$ cat src/rtl/flash_unlock_defs.vh
`ifndef FLASH_UNLOCK_DEFS_VH
`define FLASH_UNLOCK_DEFS_VH

// register file addresses
`define ADDR_W            12
`define ADDR_CMD_STATE    12'hff8
`define ADDR_PAGE_SECTOR  12'hff9

// command codes
`define CMD_RESET         8'h00
`define CMD_UNLOCK_1      8'h73
`define CMD_UNLOCK_2      8'h8c
`define CMD_PAGE_ERASE    8'h95
`define CMD_MASS_ERASE    8'h63
`define CMD_SECTOR_SEL    8'h5e

// controller state field values
`define ST_W              6
`define ST_LOCKED         6'h00
`define ST_FIRST          6'h01
`define ST_SECOND         6'h02
`define ST_UNLOCKED       6'h03
`define ST_SECTOR_SEL     6'h04
`define ST_PROG           6'h08
`define ST_PAGE_ERASE     6'h10
`define ST_MASS_ERASE     6'h20

// reset values
`define RST_STATE         6'h00
`define RST_PAGE          8'h00
`define RST_SECTOR        8'h00
`define RST_RDATA         8'h00

// page select fields
`define PAGE_INFO_BIT     7
`define PAGE_MSB          6
`define FADDR_PAGE_MSB    15
`define FADDR_PAGE_LSB    9
`define FADDR_SECT_MSB    15
`define FADDR_SECT_LSB    13
`define PAGE_SECT_MSB     6
`define PAGE_SECT_LSB     4
`define INFO_BASE_PAGE    7'h7f

// array operation codes
`define OP_PROG           2'h1
`define OP_PAGE_ERASE     2'h2
`define OP_MASS_ERASE     2'h3
`define OP_NONE           2'h0

`endif
$ cat src/rtl/flash_command_unlock_controller.v
`timescale 1ns/1ps
`include "flash_unlock_defs.vh"

module flash_command_unlock_controller (
  input  wire                clk_sys,
  input  wire                rst,
  input  wire [`ADDR_W-1:0]  reg_addr,
  input  wire                reg_wr,
  input  wire                reg_rd,
  input  wire [7:0]          reg_wdata,
  output reg  [7:0]          reg_rdata,
  input  wire                dbg_access,
  input  wire                write_protect_opt,
  input  wire                flash_wr,
  input  wire [15:0]         flash_addr,
  input  wire [7:0]          flash_wdata,
  output wire                flash_busy,
  output reg                 arr_start,
  output reg  [1:0]          arr_op,
  output reg  [15:0]         arr_addr,
  output reg  [7:0]          arr_data,
  output reg                 arr_info,
  input  wire                arr_done
);

  reg [`ST_W-1:0] state_r;
  reg [`ST_W-1:0] state_nxt;
  reg [7:0]       page_choice_r;
  reg [7:0]       page_choice_nxt;
  reg [7:0]       sector_lock_r;
  reg [7:0]       sector_lock_nxt;
  reg             start_nxt;
  reg [1:0]       op_nxt;
  reg [15:0]      addr_nxt;
  reg [7:0]       data_nxt;
  reg             info_nxt;
  reg [7:0]       rdata_nxt;

  wire cmd_wr;
  wire page_wr;
  wire busy;
  wire flash_in_page;
  wire flash_in_info;
  wire prog_ok;
  wire page_erase_ok;
  wire [7:0] flash_state_reg;
  wire [7:0] sect_open;
  wire [7:0] lock_wr_val;

  // register address match, shared by the write and read paths
  function addr_is;
    input [`ADDR_W-1:0] addr;
    input [`ADDR_W-1:0] target;
    begin
      addr_is = (addr == target);
    end
  endfunction

  // flash address bits 15:9 against a seven-bit page number
  function page_hit;
    input [15:0] faddr;
    input [6:0]  page;
    begin
      page_hit = (faddr[`FADDR_PAGE_MSB:`FADDR_PAGE_LSB] == page);
    end
  endfunction

  // state codes of an array operation in flight
  function busy_code;
    input [`ST_W-1:0] st;
    begin
      case (st)
        `ST_PROG:       busy_code = 1'b1;
        `ST_PAGE_ERASE: busy_code = 1'b1;
        `ST_MASS_ERASE: busy_code = 1'b1;
        default:        busy_code = 1'b0;
      endcase
    end
  endfunction

  // one open flag and one next lock bit per sector
  genvar gi;
  generate
    for (gi = 0; gi < 8; gi = gi + 1) begin : g_sector
      // debug ignores both the option bit and the locks
      assign sect_open[gi] =
        dbg_access ||
        (!write_protect_opt && !sector_lock_r[gi]);
      // user can only add protection, debug may also remove it
      assign lock_wr_val[gi] =
        dbg_access ? reg_wdata[gi] :
        (sector_lock_r[gi] | reg_wdata[gi]);
    end
  endgenerate

  assign cmd_wr  = reg_wr && addr_is(reg_addr, `ADDR_CMD_STATE);
  assign page_wr = reg_wr && addr_is(reg_addr, `ADDR_PAGE_SECTOR);

  // busy derived from state, so status and busy never disagree
  assign busy       = busy_code(state_r);
  assign flash_busy = busy;

  // upper two bits always zero, low six bits carry the state code
  assign flash_state_reg = {2'b00, state_r};

  assign flash_in_page =
    page_hit(flash_addr, page_choice_r[`PAGE_MSB:0]);

  assign flash_in_info =
    page_choice_r[`PAGE_INFO_BIT] &&
    page_hit(flash_addr, `INFO_BASE_PAGE);

  // sector is address bits 15:13, or page bits 6:4 for an erase
  assign prog_ok =
    (dbg_access || flash_in_page) &&
    sect_open[flash_addr[`FADDR_SECT_MSB:`FADDR_SECT_LSB]];

  assign page_erase_ok =
    sect_open[page_choice_r[`PAGE_SECT_MSB:`PAGE_SECT_LSB]];

  always @* begin
    state_nxt       = state_r;
    page_choice_nxt = page_choice_r;
    sector_lock_nxt = sector_lock_r;
    start_nxt       = 1'b0;
    op_nxt          = arr_op;
    addr_nxt        = arr_addr;
    data_nxt        = arr_data;
    info_nxt        = arr_info;

    if (busy) begin
      // cpu idles while busy, so register and flash writes are dropped
      if (arr_done) begin
        case (state_r)
          `ST_PROG:       state_nxt = `ST_UNLOCKED;
          `ST_PAGE_ERASE: state_nxt = `ST_LOCKED;
          `ST_MASS_ERASE: state_nxt = `ST_LOCKED;
          default:        state_nxt = `ST_LOCKED;
        endcase
        op_nxt = `OP_NONE;
      end

    end else if (cmd_wr) begin
      // command codes are not stored; a read of this address returns the state
      case (reg_wdata)
        `CMD_UNLOCK_1: begin
          if (state_r == `ST_LOCKED)
            state_nxt = `ST_FIRST;
          else
            state_nxt = `ST_LOCKED;
        end

        `CMD_UNLOCK_2: begin
          if (state_r == `ST_FIRST && dbg_access)
            state_nxt = `ST_UNLOCKED;
          else if (state_r == `ST_FIRST)
            state_nxt = `ST_SECOND;
          else
            state_nxt = `ST_LOCKED;
        end

        `CMD_PAGE_ERASE: begin
          if (state_r == `ST_UNLOCKED && page_erase_ok) begin
            state_nxt = `ST_PAGE_ERASE;
            start_nxt = 1'b1;
            op_nxt    = `OP_PAGE_ERASE;
            addr_nxt  = {page_choice_r[`PAGE_MSB:0], 9'h000};
            data_nxt  = 8'hff;
            info_nxt  = page_choice_r[`PAGE_INFO_BIT];
          end else begin
            state_nxt = `ST_LOCKED;
          end
        end

        `CMD_MASS_ERASE: begin
          if (state_r == `ST_UNLOCKED && dbg_access) begin
            state_nxt = `ST_MASS_ERASE;
            start_nxt = 1'b1;
            op_nxt    = `OP_MASS_ERASE;
            addr_nxt  = 16'h0000;
            data_nxt  = 8'hff;
            info_nxt  = 1'b0;
          end else begin
            state_nxt = `ST_LOCKED;
          end
        end

        `CMD_SECTOR_SEL: state_nxt = `ST_SECTOR_SEL;
        default:         state_nxt = `ST_LOCKED;
      endcase

    end else if (page_wr) begin
      if (state_r == `ST_SECTOR_SEL) begin
        // page register stays hidden while selected
        sector_lock_nxt = lock_wr_val;
      end else begin
        case (state_r)
          `ST_LOCKED: page_choice_nxt = reg_wdata;

          `ST_SECOND: begin
            // only the same page may be reopened
            if (reg_wdata == page_choice_r)
              state_nxt = `ST_UNLOCKED;
            else
              state_nxt = `ST_LOCKED;
          end

          `ST_UNLOCKED: begin
            if (dbg_access) begin
              page_choice_nxt = reg_wdata;
            end else begin
              page_choice_nxt = reg_wdata;
              state_nxt       = `ST_LOCKED;
            end
          end

          default: begin
            page_choice_nxt = reg_wdata;
            state_nxt       = `ST_LOCKED;
          end
        endcase
      end

    end else if (flash_wr && state_r == `ST_UNLOCKED) begin
      // writes that fail the checks vanish silently
      if (prog_ok) begin
        state_nxt = `ST_PROG;
        start_nxt = 1'b1;
        op_nxt    = `OP_PROG;
        addr_nxt  = flash_addr;
        data_nxt  = flash_wdata;
        info_nxt  = flash_in_info;
      end
    end
  end

  always @(posedge clk_sys or posedge rst) begin
    if (rst) begin
      state_r       <= `RST_STATE;
      page_choice_r <= `RST_PAGE;
      sector_lock_r <= `RST_SECTOR;
      arr_start     <= 1'b0;
      arr_op        <= `OP_NONE;
      arr_addr      <= 16'h0000;
      arr_data      <= 8'h00;
      arr_info      <= 1'b0;
    end else begin
      state_r       <= state_nxt;
      page_choice_r <= page_choice_nxt;
      sector_lock_r <= sector_lock_nxt;
      arr_start     <= start_nxt;
      arr_op        <= op_nxt;
      arr_addr      <= addr_nxt;
      arr_data      <= data_nxt;
      arr_info      <= info_nxt;
    end
  end

  // read mux; reads change no state, unmapped reads give zero
  always @* begin
    rdata_nxt = 8'h00;
    if (addr_is(reg_addr, `ADDR_CMD_STATE)) begin
      rdata_nxt = flash_state_reg;
    end else if (addr_is(reg_addr, `ADDR_PAGE_SECTOR)) begin
      if (state_r == `ST_SECTOR_SEL)
        rdata_nxt = sector_lock_r;
      else
        rdata_nxt = page_choice_r;
    end
  end

  // read data registered and held until the next read
  always @(posedge clk_sys or posedge rst) begin
    if (rst)
      reg_rdata <= `RST_RDATA;
    else if (reg_rd)
      reg_rdata <= rdata_nxt;
  end

endmodule

$ cat config.mk
export PLATFORM = sky130hd
export DESIGN_NAME = flash_command_unlock_controller
export DESIGN_NICKNAME = d
export VERILOG_FILES = /design/src/rtl/flash_command_unlock_controller.v
export VERILOG_INCLUDE_DIRS = /design/src /design/src/rtl
export SDC_FILE = /design/constraint.sdc
export NUM_CORES = 1
export LEC_CHECK = 0
export ABC_AREA = 1
export ABC_CLOCK_PERIOD_IN_PS = 2000
export BUFFER_PORTS_ARGS = -buffer_cell sky130_fd_sc_hd__buf_2
export CORE_AREA = 2 2 88 90
export DETAILED_ROUTE_END_ITERATION = 7
export DIE_AREA = 0 0 90 92
export PLACE_DENSITY = 0.71
export REMOVE_ABC_BUFFERS = 1
export SYNTH_ARGS = -nofsm -noshare
export SYNTH_HDL_FRONTEND = slang
export SYNTH_SLANG_ARGS = --single-unit
$ cat constraint.sdc
create_clock -name clk_sys -period 2 [get_ports clk_sys]
set_input_delay 0.2 -clock clk_sys [delete_from_list [all_inputs] [get_ports clk_sys]]
set_output_delay 0.2 -clock clk_sys [all_outputs]
set_load 0.05 [all_outputs]
Word-level counts from Yosys, hierarchy flattened
Cells that the tools add are included.

Bits in registers: 58. Latch bits: 0. Bits in writable memories: 0. Bits in read-only memories: 0. Output and inout bits: 37. Logic and storage cells: 170. Memories kept: 0.

Add/sub/neg operators: 0. Multiply operators: 0. Div/mod/pow operators: 0. Magnitude comparators: 2. Eq/ne operators: 29. Shifts and indexed selects: 0. Multiplexer cells: 71. Bitwise gates (word level): 12. Reductions and logical operators: 47.

Operator list (number): 16-bit two-way mux (6); 8-bit two-way mux (9); 6-bit two-way mux (9); 16-bit case mux with 2 select lines (1); 6-bit case mux with 5 select lines (1); 1-bit two-way mux (25); 12-bit == test (second input constant) (2); 8-bit by 7-bit == test with 1-bit output (second input constant) (3); 2-bit two-way mux (12); 6-bit case mux with 3 select lines (1); 8-bit == test (second input constant) (2); 1-bit logical AND (16); 4-bit inequality test (second input constant) (4); 8-bit case mux with 2 select lines (1); 7-bit AND reduction (2); 6-bit by 2-bit == test with 1-bit output (second input constant) (2); 1-bit logical NOT (9); 1-bit logical OR (9); 3-bit inequality test (second input constant) (3); 8-bit == test (1); 3-bit by 4-bit less-than comparator with 1-bit output (second input constant) (2); 1-bit OR (8); 4-bit nonzero test (2); 7-bit == test (1); other kinds (23) (30).

Logic depth before layout (Yosys ltp)
Gate-level depths: netlist of the first run.

Depth in word-level cells: 11. Gate-level depth with buffers: 13. Depth with buffers taken out: 13.

Worst setup path before layout of the first run
OpenSTA, ideal clock, no wires.

Kind: flip-flop to flip-flop. Start point: register state_r[0]. End point: register state_r[1]. Setup time: 0.126 ns. Data arrival time: 1.687 ns. Data required time: 1.874 ns. Slack: 0.187 ns. Cell stages (with the launch flop): 9. Path buffers: 0. Cell sequence: dfrtp_1 nor2_4 nand2_1 o21ai_4 nor2_1 a21oi_1 nand2_1 nand2_2 o21ai_0.

Elaborated cells between the ends (all ways): 29. Those cells by class: eq/ne (11); mux (11); reduce/logical (7).

RTL lines: start, declared (RTL line flash_command_unlock_controller.v:26) `` reg [`ST_W-1:0] state_r; ``; start signal, assigned (RTL line flash_command_unlock_controller.v:239) `` state_r <= `RST_STATE; ``; start signal, assigned (RTL line flash_command_unlock_controller.v:248) `state_r <= state_nxt;`; 6-bit == test, or another cell as far along (RTL line flash_command_unlock_controller.v:72) `case (st)`; 3-bit OR reduction (no line) (*); 1-bit two-way mux (*) (RTL line flash_command_unlock_controller.v:72); net flash_busy (RTL line flash_command_unlock_controller.v:17) `output wire flash_busy,`; 5-bit inequality test (no line), or another cell as far along; 6-bit AND reduction (no line).

The timed path passes the listed nets; every way through them passes the cells marked *. The select of a mux whose other input is x is not followed. A chain may end at the register's enable or synchronous reset.

Final worst setup path of the first run
Start point: register state_r[5]. End point: register page_choice_r[6].

Word-level cells in the longest chain between the ends: 5. Elaborated cells between the ends (all ways): 11. Those cells by class: eq/ne (5); mux (1); bitwise (3); reduce/logical (2).

RTL lines: 6-bit == test, or another cell as far along (RTL line flash_command_unlock_controller.v:72); 3-bit OR reduction (no line); 1-bit two-way mux (RTL line flash_command_unlock_controller.v:72); 1-bit inverter (no line); 5-bit AND reduction (no line) (*); end signal, assigned (RTL line flash_command_unlock_controller.v:240) `` page_choice_r <= `RST_PAGE; ``; end signal, assigned (RTL line flash_command_unlock_controller.v:249) `page_choice_r <= page_choice_nxt;`; end, declared (RTL line flash_command_unlock_controller.v:28) `reg [7:0] page_choice_r;`.

Every way passes the cells marked *; elsewhere a longest branch is shown, timed or not.

==> results of run 1 <==
==> per-stage QoR <==
step                      total power [mW]  TNS, ns  hold slack (ns)  instance area [um^2]
after floorplan                       2.83        0            0.331                  3480
after global placement                3.24        0            0.280                  4140
after detailed placement              3.28        0            0.284                  4140
after CTS                             4.58        0           0.0856                  4400
after global routing                  4.79  -0.0761           0.0943                  4420
final                                 4.57        0           0.0891                  4420
==> logic make-up (layout without fill, tap and decap cells) <==
logic type	count (synthesis)	in the layout	share of synthesized area, %
AO/OA/AOI/OAI	62	62	11.3
XOR/XNOR	15	15	3.68
buffers and inverters	82	187	9.92
flip-flops	58	58	40.6
AND/OR/NAND/NOR	252	252	34.4
==> cells in the mapped netlist <==
cell type	n	area (um^2)
a21boi_0	1	7.51
a21oi_1	8	40.0
buf_2	3	15.0
buf_4	3	22.5
buf_6	4	45.0
clkbuf_1	2	7.51
clkinv_1	1	3.75
clkinv_2	1	5.00
dfrtp_1	58	1450
inv_1	64	240
inv_2	4	15.0
nand2_1	119	447
nand2_2	3	18.8
nand2_4	3	33.8
nand3_1	62	310
nand3_2	3	30.0
nand3b_2	1	11.3
nand4_1	13	81.3
nand4_2	1	12.5
nand4_4	1	21.3
nor2_1	20	75.1
nor2_2	6	37.5
nor2_4	5	56.3
nor3_1	2	10.0
nor3_2	1	10.0
nor4_1	3	18.8
o211ai_1	2	15.0
o21a_1	1	7.51
o21ai_0	17	85.1
o21ai_1	2	10.0
o21ai_2	8	70.1
o21ai_4	1	16.3
o21bai_1	2	15.0
o22a_1	5	43.8
o22ai_1	15	93.8
or2_2	8	50.1
or3_1	1	6.26
xnor2_1	14	123
xor2_1	1	8.76
==> registers in the layout, summed over array words and instances (netlist names) <==
| signal | flops |
|---|---|
| arr_addr | 16 |
| arr_data | 8 |
| arr_info | 1 |
| arr_op | 2 |
| arr_start | 1 |
| page_choice_r | 8 |
| reg_rdata | 8 |
| sector_lock_r | 8 |
| state_r | 6 |
==> layer usage <==
layer	up-vias	GRT usage (%)	routed length, um
met2	158	38.2	4350
met4	0	10.6	258
li1	1736	-	-
met1	1614	31.8	4140
met5	-	0	0
met3	22	4.35	825
==> power by group through the flow <==
stage	registers [mW]	logic, mW	clock network, mW
2_1_floorplan	2.18	0.649	0
3_3_place_gp	1.53	1.71	0
3_5_place_dp	1.54	1.73	0
4_1_cts	1.52	1.74	1.32
5_1_grt	1.55	1.86	1.38
6_report	1.53	1.74	1.30
==> final cells by class <==
| type | instances | area [um^2] | share of cell area, % |
|---|---|---|---|
| timing repair buffer | 101 | 566 | 12.8 |
| clock buffer | 9 | 124 | 2.80 |
| clock inverter | 7 | 118 | 2.66 |
| sequential | 58 | 1450 | 32.9 |
| multi-input combinational | 329 | 1770 | 40.0 |
| tap | 102 | 128 | 2.89 |
| inverter | 70 | 264 | 5.97 |
==> worst max-delay path, cell delays in order (launching register included) <==
cell      delay (ns)
dfrtp_1         0.42
nor2_4          0.19
inv_1           0.09
nand2_1         0.11
o21ai_4         0.08
nor2_1          0.24
nand3b_2        0.36
nand2_1         0.18
o21ai_2         0.07
==> worst paths after layout <==
path,to,depth (start not counted)
max,page_choice_r[6],8
min,arr_addr[6],3
max reg2reg,page_choice_r[6],8
min reg2reg,arr_data[5],2
max in group asynchronous,page_choice_r[4],4
min in group asynchronous,arr_addr[0],4
==> repair_timing <==
action	4_1_cts	5_1_grt
endpoints found under the setup margin	0	37
hold buffers	1	0
gates resized for setup	0	2
hold endpoints to repair	58	0
buffers inserted	0	1
==> impl_metrics.py, run 1 <==
metrics = {
    "worst_setup_path": {
        "reg2reg_from": "state_r[5]",
        "r2r_slack_ns": 0.13,
        "critPathMaxFanout": 16,
        "crit_start": "state_r[5]",
        "cp-start-kind": "flop",
        "cp_data_arrival_time_ns": 2.08,
        "worstPathRequired_ns": 2.21,
        "worstSetupEndpointType": "flop",
        "critPathKind": "reg -> reg",
    },
    "synth": {
        "syn_inst": 469,
        "syn_area_per_cell_um2": 7.61,
        "synth_cell_type_count": 39,
        "netlist_area_um2": 3570,
        "synth_seq_area_share_pct": 40.6,
        "ys_seq_elements": 58,
        "yosys_warnings": 0,
    },
    "cells_and_area": {
        "final.fill_count": 708,
        "mostFrequentLayoutCells": "nand2_1 (119), buf_2 (88), inv_1 (63)",
        "drive_above_1_share_pct": 28.6,
        "fin_nets": 621,
        "area_delta_synth_final_pct": 23.8,
        "final_common_cell": "nand2_1",
        "layout.cells.non_filler": 676,
        "n_antenna_cell": 0,
        "utilization_pct": 59.4,
    },
    "power_and_ir_drop": {
        "internal_power_mw": 2.65,
        "clkPwrFrac_pct": 28.5,
        "power_density_nw_per_um2": 1030,
        "switchingPower_mw": 1.92,
        "switching_share_pct": 42.0,
        "comb_power_share_pct": 38.1,
        "irDropWorstVdd_mv": 0.570,
        "p_leak_nw": 2.36,
        "p_seq_share_pct": 33.4,
    },
    "grt": {
        "antenna_found_initial": 0,
        "grt_use_total_pct": 23.9,
        "grt-ovfl-total": 0,
        "grt_pass1_wl_um": 15800,
        "first_global_vias": 3307,
        "grt_max_degree": 59,
    },
    "floorplan": {
        "dieArea_um2": 8280,
        "num_io_pins": 89,
        "core_area_um2": 7450,
        "die_h_um": 92,
        "dieWidth_um": 90,
        "initial_core_util_pct": 48.0,
        "fp-row-count": 32,
    },
    "clock_tree": {
        "path_clk_slew_ns": 0.07,
        "cts_buffers": 9,
        "ctsHtreeMaxLevel": 3,
        "clockBufferDepth": 2,
        "root_buffer": "clkbuf_8",
        "cts_sinks": 58,
        "clk-insertion-delay-late_ns": 0.34,
        "cts_tree": "built",
    },
    "detailed_routing": {
        "final_antenna_net_count": 0,
        "wire_per_inst_um": 14.2,
        "drt-initial-drc-count": 281,
        "wl_um": 9580,
        "num_vias": 3530,
        "viasPerCell": 5.22,
        "firstDrtPassIters": 5,
        "drc": 0,
    },
    "run": {
        "drv_cap": 0,
    },
    "sta": {
        "maxSlewHeadroom_pct": 72.5,
        "finalCritPeriodShare_pct": 93.3,
        "max_freq_mhz": 536,
        "tightest_slew_ns": 0.410,
        "drv_slew": 0,
        "fin_crit_ns": 1.87,
        "worst_slack_ns": 0.134,
        "rsz0062_at_grt": "yes",
        "finalSetupViolCount": 0,
        "skew_ns": 0.0141,
        "hold_viol": 0,
    },
    "placement": {
        "place_hpwl_um": 7330,
        "port-buffer-count": 88,
        "gp_congestion": 0.987,
        "post-place-ws_ns": 0.109,
        "numPlacedInstances": 658,
    },
    "worst_hold_path": {
        "hold_class": "in -> reg",
        "worstHoldStart": "flash_addr[6]",
    },
    "status": {
        "outcome": "finished clean",
    },
}
Note: power is estimated with default switching activity, not from simulation.
==> run 2: changes to the inputs <==
MAX_ROUTING_LAYER = met4   (was default)
==> run 2 against run 1 <==
Against the previous run:
- sequential share of layout area up 0.17 points
- combinational power about the same
- critical endpoint is now state_r[0]
- utilization down 0.25 points
- sequential power about the same
- count of clock-buffer cells in the layout up 1
- global-route usage up 0.30 points
- clock skew down 0.0069 ns
==> impl_metrics.py, run 2 (synthesis gave the netlist of run 1 again) <==
metrics = {
    "status": {
        "outcome": "finished clean",
    },
    "clock_tree": {
        "cts_tree": "built",
        "cts_sinks": 58,
        "path_clk_slew_ns": 0.07,
        "cts_buffers": 9,
        "clockBufferDepth": 2,
        "root_buffer": "clkbuf_8",
        "ctsHtreeMaxLevel": 3,
        "clk-insertion-delay-late_ns": 0.34,
    },
    "sta": {
        "fin_crit_ns": 1.80,
        "maxSlewHeadroom_pct": 57.8,
        "rsz0062_at_grt": "no",
        "finalCritPeriodShare_pct": 90.1,
        "drv_slew": 0,
        "max_freq_mhz": 555,
        "tns_ns": 0,
        "tightest_slew_ns": 0.633,
        "hold_viol": 0,
        "finalSetupViolCount": 0,
        "skew_ns": 0.00715,
    },
    "detailed_routing": {
        "final_antenna_net_count": 0,
        "drc": 0,
        "wire_per_inst_um": 13.7,
        "wl_um": 9250,
        "num_vias": 3483,
        "viasPerCell": 5.14,
        "firstDrtPassIters": 5,
        "drt-initial-drc-count": 273,
    },
    "cells_and_area": {
        "mostFrequentLayoutCells": "nand2_1 (119), buf_2 (88), inv_1 (63)",
        "largest_reg_flops": 16,
        "design_area_um2": 4400,
        "area_delta_synth_final_pct": 23.3,
        "drive_above_1_share_pct": 29.0,
        "top_register": "arr_addr",
        "n_antenna_cell": 0,
        "final_common_cell": "nand2_1",
        "fin_nets": 622,
        "utilization_pct": 59.1,
    },
    "worst_setup_path": {
        "cp_top_family": "simple AND/OR/NAND/NOR gates",
        "cp_data_arrival_time_ns": 2.04,
        "cp.depth": 9,
        "worstPathCellList": "nor2_4, nand2_1, o21ai_4, inv_1, nor2_2, a21oi_1, nand2_1, nand2_2, o21ai_0",
        "crit_buf_inv": 1,
        "cpMostUsedCell": "nand2_1",
        "worstPathRequired_ns": 2.24,
        "critPathMaxFanout": 7,
        "worstSetupEndpointType": "flop",
        "slowest_stage": "dfrtp_1",
        "critPathKind": "reg -> reg",
        "worstRegToRegCells": 9,
        "cp-start-kind": "flop",
        "critPathMaxStageDelay_ns": 0.44,
    },
    "floorplan": {
        "core_area_um2": 7450,
        "num_io_pins": 89,
        "die_h_um": 92,
        "dieArea_um2": 8280,
        "fp-row-count": 32,
        "dieWidth_um": 90,
        "initial_core_util_pct": 48.0,
    },
    "power_and_ir_drop": {
        "p_leak_nw": 2.34,
        "power_density_nw_per_um2": 1020,
        "irDropWorstVdd_mv": 0.536,
    },
    "grt": {
        "grt-ovfl-total": 0,
        "grt_pass1_wl_um": 15700,
        "gr-usage-met3_pct": 4.68,
        "gr-usage-met2_pct": 36.3,
        "first_global_vias": 3271,
        "grt_max_degree": 31,
        "met1_usage_pct": 32.8,
        "antenna_found_initial": 0,
        "grt_busiest_layer": "met2",
        "grt_use_total_pct": 24.2,
    },
    "placement": {
        "place_hpwl_um": 7220,
        "port-buffer-count": 88,
        "placed_area_um2": 4130,
        "gp_congestion": 1.03,
    },
    "worst_hold_path": {
        "hold_depth": 3,
        "hold_class": "in -> reg",
    },
    "run": {
        "drv_cap": 0,
    },
}
## run 2: layout make-up
| type | instances | area [um^2] |
|---|---|---|
| fillers | 740 | 3040 |
| multi-input cells | 329 | 1780 |
| flip-flops and latches | 58 | 1450 |
| repair buffers | 102 | 548 |
| inverters | 70 | 264 |
| clock buffers | 10 | 138 |
| well taps | 102 | 128 |
| clock inverters | 6 | 90.1 |
## run 2: final timing paths
path,start,slack [ns],to
min reg2reg,arr_addr[15],0.46,arr_addr[15]
min in group asynchronous,rst,0.50,arr_op[1]
max,state_r[0],0.20,state_r[0]
max in group asynchronous,rst,0.81,page_choice_r[4]
max reg2reg,state_r[0],0.20,state_r[0]
min,flash_addr[8],0.09,arr_addr[8]
## run 2: layer usage
metal	routed length [um]	share of wire (%)
met5	0	0
met4	204	2.2
met3	594	6.4
met2	4150	45
met1	4300	46
## run 2: worst reg2reg max path: stages, from the launching register on
cell     delay (ns)
dfrtp_1        0.44
nor2_4         0.17
nand2_1        0.10
o21ai_4        0.23
inv_1          0.10
nor2_2         0.16
a21oi_1        0.08
nand2_1        0.11
nand2_2        0.10
o21ai_0        0.21
## run 2: power by group
part | switching [mW] | internal, mW
clock | 0.482 | 0.734
sequential | 0.131 | 1.39
combinational | 1.30 | 0.441
total | 1.91 | 2.56
## run 2: metrics by stage
stage / cells / hold WS, ns / setup WS (ns) / total power, mW
detailed placement: 658 / 0.315 / 0.123 / 3.26
global route: 677 / 0.0904 / 0.0392 / 4.72
global placement: 658 / 0.312 / 0.172 / 3.24
floorplan: 457 / 0.331 / 0.187 / 2.83
CTS: 675 / 0.0843 / 0.112 / 4.48
finish: 677 / 0.0900 / 0.197 / 4.47
## run 2: what timing repair did
item	in CTS	in global routing
endpoints found under the hold margin	28	0
hold buffers	1	0
gates resized for setup	0	5
buffers inserted	0	2
setup endpoints to repair	0	35
